$ cat src/rtl/ivd_defines.vh
// Constants for the interrupt vector dispatch block
`ifndef IVD_DEFINES_VH
`define IVD_DEFINES_VH
// Dispatch offsets
`define OFS_EMU_START     16'h00c8
`define OFS_EMU_CONT      16'h00cc
`define OFS_SOFT2         16'h0088
`define OFS_SOFT3         16'h008c
`define OFS_STORE1        16'h0108
`define OFS_STORE2        16'h0104
`define OFS_EXT_MIN       16'h0100
`define OFS_EXT_MAX       16'hfffc
// Priority levels
`define IPL_LINE3         5'h17
`define IPL_LINE2         5'h16
`define IPL_LINE1         5'h15
`define IPL_LINE0         5'h14
`define IPL_FORCED        5'h17
`define IPL_STORE         5'h14
`define IPL_NONE          5'h00
// Parameter counts
`define PARAMS_EMU_START  4'ha
`define PARAMS_NONE       4'h0
// Identification register
`define IDENT_REG_NUM     6'h3e
`define IDENT_TYPE_CODE   8'h5a
`define IDENT_UCODE_REV   8'h01
`define IDENT_RESERVED    16'h0000
// External vector fields
`define VEC_FORCE_BIT     0
`define VEC_IDX_HI        15
`define VEC_IDX_LO        2
// Source select codes
`define SRC_EXT           3'h0
`define SRC_STORE1        3'h1
`define SRC_STORE2        3'h2
`define SRC_SOFT3         3'h3
`define SRC_SOFT2         3'h4
`define SRC_EMU           3'h5
// Shared fill values
`define ZERO_WORD         32'h00000000
`define VEC_ALIGN_PAD     2'h0
`define NO_LINES          4'h0
`endif

$ cat src/rtl/ext_level_decode.v
// Priority level decode for external bus interrupts
`timescale 1ns/1ps
`include "ivd_defines.vh"
module ext_level_decode (
  // Request and vector
  input  wire [3:0]  irqLines,
  input  wire        forceBit,
  // Result
  output reg  [4:0]  level,
  output reg  [1:0]  lineServiced
);
  // Highest active line wins; the forcing bit overrides the line
  always @* begin
    lineServiced = 2'h0;
    level = `IPL_LINE0;                              // RULE_04
    if (irqLines[3]) begin
      lineServiced = 2'h3;
      level = `IPL_LINE3;                            // RULE_04
    end else if (irqLines[2]) begin
      lineServiced = 2'h2;
      level = `IPL_LINE2;                            // RULE_04
    end else if (irqLines[1]) begin
      lineServiced = 2'h1;
      level = `IPL_LINE1;                            // RULE_04
    end
    if (forceBit) begin
      level = `IPL_FORCED;                           // RULE_05
    end
  end
endmodule

$ cat src/rtl/interrupt_vector_dispatch.v
// Interrupt and exception dispatch with identification register
`timescale 1ns/1ps
`include "ivd_defines.vh"
// How it works
// RULE_01: External interrupts use offsets 100 to FFFC; the code also dispatches lower offsets and sets vectorError
// RULE_02: Table index from vector bits 15:2
// RULE_03: Level from request line or bit 0
// RULE_04: Bit 0 clear: lines 3..0 give 17..14
// RULE_05: Bit 0 set forces level 17
// RULE_06: Service routine fixes level after forcing
// RULE_07: External devices supply vectors 100 to FFFC
// RULE_08: Emulation start: C8, ten parameters
// RULE_09: Emulation continue: CC, no parameters
// RULE_10: First storage port: 108, level 14
// RULE_11: Second storage port: 104, level 14
// RULE_12: Software level 2: offset 88
// RULE_13: Software level 3: offset 8C
// RULE_14: Read-only 32-bit ident at register 62
// RULE_15: Ident bits 31:24 give type code
// RULE_16: Ident bits 23:8 reserved, read-only
// RULE_17: Ident bits 7:0 give microcode revision
// RULE_18: Flag set at start reports via CC
// RULE_19: Every dispatch offset is longword aligned
module interrupt_vector_dispatch (
  // Clock and reset
  input  wire        ref_clk,
  input  wire        rst,
  // External bus interrupt
  input  wire        extReq,
  input  wire [3:0]  irqLines,
  input  wire [15:0] extVector,
  // Internal sources
  input  wire        storeReq1,
  input  wire        storeReq2,
  input  wire        softReq2,
  input  wire        softReq3,
  input  wire        emuReq,
  input  wire        firstPartDone,
  input  wire [31:0] emuPc,
  // Privileged register read
  input  wire        regRead,
  input  wire [5:0]  regNum,
  // Dispatch result
  output reg         dispatchValid,
  output reg  [15:0] dispatchOffset,
  output reg  [4:0]  newLevel,
  output reg         levelChange,
  output reg  [3:0]  paramCount,
  output reg  [31:0] savedPc,
  output reg         vectorError,
  // Register read result
  output reg         readValid,
  output reg         readHit,
  output reg  [31:0] readData
);
  // Decoded external level and aligned table offset
  wire [4:0]  extLevel;
  wire [15:0] extOffset;
  wire        extInRange;
  // Winning source and the values it dispatches with
  reg  [2:0]  source;
  reg         anyReq;
  reg  [15:0] next_offset;
  reg  [4:0]  next_level;
  reg         next_levelChange;
  reg  [3:0]  next_params;
  reg         next_error;
  reg  [31:0] next_savedPc;
  // Register read path
  wire [31:0] identValue;
  wire        identMatch;
  reg         next_readHit;
  reg  [31:0] next_readData;

  // Line decode kept apart; the serviced line is not exported because
  // a forced level hides it anyway and software has to find it itself
  ext_level_decode levelDecode (
    .irqLines     (irqLines),
    .forceBit     (extVector[`VEC_FORCE_BIT]),   // RULE_03
    .level        (extLevel),
    .lineServiced ()
  );

  // Index bits kept, low two cleared so entries stay longword aligned
  assign extOffset = {extVector[`VEC_IDX_HI:`VEC_IDX_LO], `VEC_ALIGN_PAD}; // RULE_02 RULE_19
  // Vectors below 100 are flagged; devices are expected to stay in range
  assign extInRange = (extOffset >= `OFS_EXT_MIN) && (extOffset <= `OFS_EXT_MAX); // RULE_01 RULE_07

  // Ident value is fixed; reserved field reads as zero
  assign identValue = {`IDENT_TYPE_CODE, `IDENT_RESERVED, `IDENT_UCODE_REV}; // RULE_15 RULE_16 RULE_17
  // Only one register number decodes; the rest answer with a miss
  assign identMatch = (regNum == `IDENT_REG_NUM);                  // RULE_14

  // Source priority: exceptions first, then highest level interrupts
  // Bus request with no line raised is ignored, not dispatched
  // Emulation and bus request together: emulation wins and the level
  // held bus request is simply taken again on a later cycle
  always @* begin
    anyReq = 1'h1;
    source = `SRC_EXT;
    if (emuReq) begin
      source = `SRC_EMU;
    end else if (extReq && (irqLines != `NO_LINES)) begin
      source = `SRC_EXT;
    end else if (storeReq1) begin
      source = `SRC_STORE1;
    end else if (storeReq2) begin
      source = `SRC_STORE2;
    end else if (softReq3) begin
      source = `SRC_SOFT3;
    end else if (softReq2) begin
      source = `SRC_SOFT2;
    end else begin
      anyReq = 1'h0;
    end
  end

  // Offset, level and parameter count for the selected source
  always @* begin
    next_offset = `OFS_EXT_MIN;
    next_level = `IPL_NONE;
    next_levelChange = 1'h0;
    next_params = `PARAMS_NONE;
    next_error = 1'h0;
    next_savedPc = savedPc;
    case (source)
      `SRC_EXT: begin
        // Level from the line or forced; out of range still dispatched
        next_offset = extOffset;                     // RULE_01
        next_level = extLevel;                       // RULE_03
        next_levelChange = 1'h1;
        next_error = ~extInRange;
      end
      // Storage ports share one level; the offset tells them apart
      `SRC_STORE1: begin
        next_offset = `OFS_STORE1;                   // RULE_10
        next_level = `IPL_STORE;                     // RULE_10
        next_levelChange = 1'h1;
      end
      `SRC_STORE2: begin
        next_offset = `OFS_STORE2;                   // RULE_11
        next_level = `IPL_STORE;                     // RULE_11
        next_levelChange = 1'h1;
      end
      `SRC_SOFT3: begin
        // Level stays; the handler raises it in software
        next_offset = `OFS_SOFT3;                    // RULE_13
      end
      `SRC_SOFT2: begin
        // Usually delivers asynchronous_system_trap work
        next_offset = `OFS_SOFT2;                    // RULE_12
      end
      `SRC_EMU: begin
        // Same mode fault, so the level is left alone
        // Saved PC points at the opcode of the emulated instruction
        next_savedPc = emuPc;                        // RULE_18
        if (firstPartDone) begin
          next_offset = `OFS_EMU_CONT;               // RULE_09 RULE_18
          next_params = `PARAMS_NONE;                // RULE_09
        end else begin
          next_offset = `OFS_EMU_START;              // RULE_08
          next_params = `PARAMS_EMU_START;           // RULE_08
        end
      end
      default: begin
        // Unused codes fall back to the lowest external entry
        next_offset = `OFS_EXT_MIN;
      end
    endcase
  end

  // Dispatch register: one-cycle valid pulse per taken request
  // Results hold between requests so a late reader still sees them
  always @(posedge ref_clk) begin
    if (rst) begin
      dispatchValid <= 1'h0;
      dispatchOffset <= `OFS_EXT_MIN;
      newLevel <= `IPL_NONE;
      levelChange <= 1'h0;
      paramCount <= `PARAMS_NONE;
      savedPc <= `ZERO_WORD;
      vectorError <= 1'h0;
    end else begin
      dispatchValid <= anyReq;
      if (anyReq) begin
        dispatchOffset <= next_offset;
        newLevel <= next_level;
        levelChange <= next_levelChange;
        // Parameter count tells the handler how many longwords were pushed
        paramCount <= next_params;
        vectorError <= next_error;
        savedPc <= next_savedPc;                     // RULE_18
      end
    end
  end

  // Read answer; a miss returns zero rather than stale data
  // Number compare is exact, so nearby numbers never alias
  always @* begin
    next_readHit = 1'h0;
    next_readData = `ZERO_WORD;
    if (identMatch) begin
      next_readHit = 1'h1;                           // RULE_14
      next_readData = identValue;                    // RULE_15 RULE_16 RULE_17
    end
  end

  // Read result register; nothing can write it, so it stays read-only
  // Valid pulses for every read, hit or miss
  always @(posedge ref_clk) begin
    if (rst) begin
      readValid <= 1'h0;
      readHit <= 1'h0;
      readData <= `ZERO_WORD;
    end else begin
      readValid <= regRead;
      if (regRead) begin
        readHit <= next_readHit;                     // RULE_14
        readData <= next_readData;                   // RULE_14
      end
    end
  end
endmodule

$ cat config.mk
export PLATFORM = sky130hd
export DESIGN_NAME = interrupt_vector_dispatch
export DESIGN_NICKNAME = d
export VERILOG_FILES = /design/src/rtl/ext_level_decode.v /design/src/rtl/interrupt_vector_dispatch.v
export VERILOG_INCLUDE_DIRS = /design/src /design/src/rtl
export SDC_FILE = /design/constraint.sdc
export NUM_CORES = 1
export LEC_CHECK = 0
export BUFFER_PORTS_ARGS = -buffer_cell sky130_fd_sc_hd__buf_2
export CAP_MARGIN = 10
export CELL_PAD_IN_SITES_DETAIL_PLACEMENT = 1
export CELL_PAD_IN_SITES_GLOBAL_PLACEMENT = 2
export CORE_ASPECT_RATIO = 0.8
export CORE_UTILIZATION = 20
export CTS_BUF_LIST = sky130_fd_sc_hd__clkbuf_8
export DETAILED_ROUTE_END_ITERATION = 7
export PLACE_DENSITY_LB_ADDON = 0.1
export RECOVER_POWER = 100
export SYNTH_ARGS = -nofsm -noshare
export SYNTH_HDL_FRONTEND = slang
export SYNTH_SLANG_ARGS = --single-unit
$ cat constraint.sdc
create_clock -name ref_clk -period 1.3 [get_ports ref_clk]
set_input_delay 0.065 -clock ref_clk [delete_from_list [all_inputs] [get_ports ref_clk]]
set_output_delay 0.065 -clock ref_clk [all_outputs]
set_load 0.005 [all_outputs]
# Yosys cells after proc, flatten, opt, wreduce, memory -nomap -nowiden
# Index checks and enable logic that the tools add are counted.
# classes
order_cmp	2
eq_ne	6
muxes	25
bitwise	1
reduce_logical	7
# ops
cell	n
one-hot mux 16 bit (6 select lines)	1
2-to-1 mux 31 bit	1
2-to-1 mux 3 bit	7
greater-or-equal comparator 16 x 9 -> 1 bit, second input constant	1
<= comparator 16 bit, second input constant	1
2-to-1 mux 5 bit	3
2-to-1 mux 1 bit	10
one-hot mux 5 bit (2 select lines)	1
2-to-1 mux 4 bit	2
== test 3 x 2 -> 1 bit, second input constant	2
== test 3 bit, second input constant	2
== test 6 bit, second input constant	1
nonzero test 4 bit	1
== test 3 x 1 -> 1 bit, second input constant	1
logical NOT 3 bit	1
OR reduction 3 bit	1
logical AND 1 bit	2
AND reduction 2 bit	1
OR reduction 2 bit	1
inverter 1 bit	1
# totals
ff_bits	94
output_inout_bits	94
word_cells	51

# Depth between registers and ports, before layout
# logic_depth
word_depth	9
depth_mapped	5
mapped_depth_nobuf	4

# Hierarchy
# From an unflattened synthesis, not the netlist that was laid out.
# hier_totals
hier_cells	247
hier_area_um2	2469.9
# by_module_without_submodules
module	n_inst	cells_per_inst	area_each_um2	seq_area_each_um2
interrupt_vector_dispatch	1	236	2407.3	1141.1
ext_level_decode	1	11	62.6	0.0

# Worst setup path before layout
# No wires, ideal clock.
# synth_timing
kind	input port to flip-flop
from	in irqLines[1]
to	reg dispatchOffset[2]
setup_ns	0.101
arrival_ns	1.200
required_time_ns	1.199
path_slack_ns	-0.001
path_stages	5
n_path_buf	1
cell_sequence	o41a_4 nor3b_4 buf_6 nand3b_1 o41ai_1
# synth_between
elab_chain_cells	6
elab_cells_between_ends	13
# synth_rtl
item	line_no	text
from (decl)	interrupt_vector_dispatch.v:30	input wire [3:0] irqLines,
nonzero test 4 bit (no source line) (*)	--	
logical AND 1 bit (*)	interrupt_vector_dispatch.v:103	end else if (extReq && (irqLines != `NO_LINES)) begin
2-to-1 mux 3 bit	interrupt_vector_dispatch.v:103	
2-to-1 mux 3 bit	interrupt_vector_dispatch.v:101	if (emuReq) begin
== test 3 bit (tied with other cells)	interrupt_vector_dispatch.v:126	case (source)
one-hot mux 16 bit (6 select lines)	interrupt_vector_dispatch.v:126	
to (signal assigned)	interrupt_vector_dispatch.v:177	dispatchOffset <= `OFS_EXT_MIN;
to (signal assigned)	interrupt_vector_dispatch.v:186	dispatchOffset <= next_offset;
to (decl)	interrupt_vector_dispatch.v:45	output reg [15:0] dispatchOffset,
# Mark *: on every way between the ends. The rest lies on a longest branch, timed or not.
# A chain may end at the register's enable or synchronous reset.

# Worst setup path after layout
# layout_timing
from	in irqLines[1]
to	reg dispatchOffset[9]
# Same word-level chain as after synthesis.

==> metrics.md <==
| Metric | Value |
|---|---|
| Status | `finished clean` |
| CTS Sinks | `54` |
| Critical Setup Path Class | `input port to flip-flop` |
| Placed Cells | `around 510` |
| Final Hold Violating Endpoints | `0` |
| Die ar. | `between 10,000 and 15,000 um2` |
| Worst r2r src | `dispatchOffset[6]` |
| ANT nets after route | `0` |
| Routed len/inst | `between 10 and 15 um` |
| GP Congestion | `0.684` |
| CORE AREA | `approximately 11,000 um2` |
| Clock slew seen by the registers of the worst setup and hold paths | `around 0.10 ns` |
| HP Class | `input port to flip-flop` |
| Vias in the first global route | `about 2,000` |
| Worst-margin pin slew | `about 0.73 ns` |
| Chip Height | `98.1 um` |
| MaxCap Viol Count | `0` |
| Switching pwr | `roughly 860 uW` |
| Register bit total from synthesis | `54` |
| Post-synthesis compound-gate area fraction | `about 8.9%` |
| Filler Cell Count | `approximately 1,400` |
| Critical path endpoint | `dispatchOffset[9]` |
| Fmax | `0.889 GHz` |
| Diode count | `0` |
| Power Internal | `between 2 and 3 mW` |
| Yosys cell types | `31` |
| Via count | `roughly 2,200` |
| Number of detailed-route iterations in the first pass | `4` |
| Post-layout min period | `1.12 ns` |
| Initial core utilization | `between 20% and 30%` |
| CP max FO | `15` |
| Net Sw Frac | `around a quarter` |
| Port bufs | `128` |
| Register share of total power | `around 50%` |
| H-tree Lvls | `2` |
| Slew Limit Fails | `0` |
| Non-filler cells, final | `554` |
| Yosys warns | `0` |
| Largest family of logic cells by synthesized area | `buffers and inverters` |
| Crit path capture type | `flip-flop` |
| CTS tree | `built` |
| Ys async rst share | `0%` |
| Fin nets | `around 480` |
| Clk Latency, worst-skew pair | `between 0.3 and 0.4 ns` |
| Worst R2R End | `dispatchOffset[6]` |
| Ports | `162` |
| Gr ovfl total | `0` |
| RSZ-0062 raised after global routing | `false` |
| Detailed Place HPWL | `between 5000 and 6000 um` |
| Synth Area in Adders | `0%` |
| Total Routing Usage GR | `a little under an eighth` |
| Comb power frac | `16.5%` |
| Synth Area in Simple Gates | `between 10% and 20%` |
| Post-synth top flop | `dfxtp_1` |
| Post-Synthesis Cells | `240` |
| R2r setup slk | `~0.44 ns` |
| First DRT Iteration DRCs | `37` |
| Largest cells by area after synthesis | `dfxtp_1, mux2i_1, buf_4` |
| Power per Cell Area | `approximately 1000 nW/um2` |
| Layout Area Growth over Synthesis | `51.4%` |
| Overall power | `around 3.5 mW` |
| Post-route DRC | `0` |
| Multiplexer share of the synthesized area | `~14%` |
| Largest net degree at the start of global routing | `20` |
| Seq/Total Area, Yosys | `a little under half` |
| Initial antenna violation count | `0` |
| Routed WL | `slightly below 7000 um` |
| Clk buf depth | `2` |
| Most common cell in the netlist | `dfxtp_1` |
| Die W | `122 um` |
| Worst Clk Skew | `0 ns` |
| Post-synth top cells | `dfxtp_1, nor2_1, buf_4` |
| Critical path arrival | `around 1.4 ns` |
| CP startpoint | `irqLines[1]` |
| Fin util | `31.6%` |
| Avg Cell Area, Syn | `slightly below 10 um2` |
| Vias per cell | `around 4` |
| Clock root cell | `clkbuf_8` |
| Startpoint types | `input port` |
| Global-route wire length before repair | `10,700 um` |
| P_leak | `about 1.7 nW` |
| Cell Rows | `34` |
| Critical Path RT | `~1.6 ns` |
| Netlist Area Pre-Place | `roughly 2300 um2` |
| Cell taking the most area after synthesis | `dfxtp_1` |
| Depth of the most critical reg-to-reg path | `3` |
| Peak supply drop | `approximately 0.00056 V` |
| Clock power frac | `33.1%` |
| Post-Synth XOR/XNOR Area | `0%` |
| # setup viols final | `0` |
| CTS Buf Count | `5` |
| Final Cycle Share | `86.5%` |
| Count of flip-flops with a built-in enable after synthesis | `0` |
| Synth top area share | `a little under half` |
| Share of cells above drive strength 1 | `29.3%` |
| Slew headroom | `around half` |
==> power groups by stage <==
stage	Clock (mW)	Combinational (mW)	Sequential, mW
2_1_floorplan	0	0.291	1.83
3_3_place_gp	0	0.523	1.82
3_5_place_dp	0	0.522	1.82
4_1_cts	1.26	0.611	1.79
5_1_grt	1.31	0.650	1.80
6_report	1.17	0.584	1.78
==> per-layer routing <==
| metal | GRT usage [%] | up-vias | wire (um) |
|---|---|---|---|
| li1 | - | 1074 | - |
| met1 | 15.3 | 975 | 3300 |
| met2 | 17.1 | 96 | 2840 |
| met3 | 4.79 | 8 | 691 |
| met4 | 2.81 | 0 | 61 |
| met5 | 0 | - | 0 |
==> cell type report <==
type / instances / area [um2] / share of cell area [%]
flip-flops and latches: 54 / 1080 / 30.9
well taps: 144 / 180 / 5.15
multi-input cells: 162 / 973 / 27.8
inverters: 2 / 7.51 / 0.215
clock inverters: 1 / 30.0 / 0.859
clock buffers: 6 / 82.6 / 2.36
repair buffers: 185 / 1140 / 32.6
==> worst min path at each step <==
stage / endpoint / cells past startpoint / slack [ns] / startpoint
5_1_grt: dispatchOffset[10] / 3 / 0.01 / extVector[10]
4_1_cts: dispatchOffset[10] / 3 / 0.0004 / extVector[10]
6_report: dispatchOffset[10] / 3 / 0.02 / extVector[10]
3_3_place_gp: savedPc[17] / 3 / 0.30 / emuPc[17]
3_5_place_dp: savedPc[13] / 3 / 0.31 / emuPc[13]
2_1_floorplan: readValid / 1 / 0.19 / regRead
==> kinds of logic (layout without fill, tap and decap cells) <==
| group | count (synthesis) | after routing |
|---|---|---|
| compound gates | 27 | 27 |
| buf+inv | 55 | 194 |
| flops | 54 | 54 |
| mux | 32 | 32 |
| other cells | 1 | 32 |
| simple gates | 71 | 71 |
==> sequential cells by signal (all words and copies together), names as in the netlist <==
register        count
levelChange         1
newLevel            2
dispatchOffset     14
readValid           1
dispatchValid       1
vectorError         1
savedPc            32
paramCount          1
readData            1
==> critical path, cell delays in order <==
cell     delay (ns)
buf_2          0.12
o41a_4         0.53
nor3b_4        0.19
buf_4          0.23
a22oi_1        0.11
nor2_1         0.12
==> placed cells by master, fill, tap and decap left out, types with 5 or more instances in the layout <==
master and instances:
dfxtp_1 54, conb_1 32, clkbuf_8 6, buf_4 15, dlygate4sd3_1 38, nor2_1 49
a21oi_1 6, clkbuf_1 36, mux2i_1 32, a22oi_1 9, buf_2 93, nor2b_1 5
==> per-stage QoR <==
stage	area (um2)	setup WS, ns	setup TNS [ns]	hold WS [ns]
floorplan	2420	-0.000783	-0.000783	0.193
global placement	3050	-0.139	-1.90	0.299
detailed placement	3050	-0.166	-2.21	0.309
CTS	3540	0.173	0	0.000441
global route	3500	0.0678	0	0.00969
finish	3500	0.175	0	0.0169
==> repair_timing <==
action                                  CTS  global route
endpoints found under the setup margin    0             0
gates resized for setup                   0             0
endpoints found under the hold margin    38             0
buffers inserted                          0             0
hold buffers                             38             0
Power figures use the tool's default switching activity.
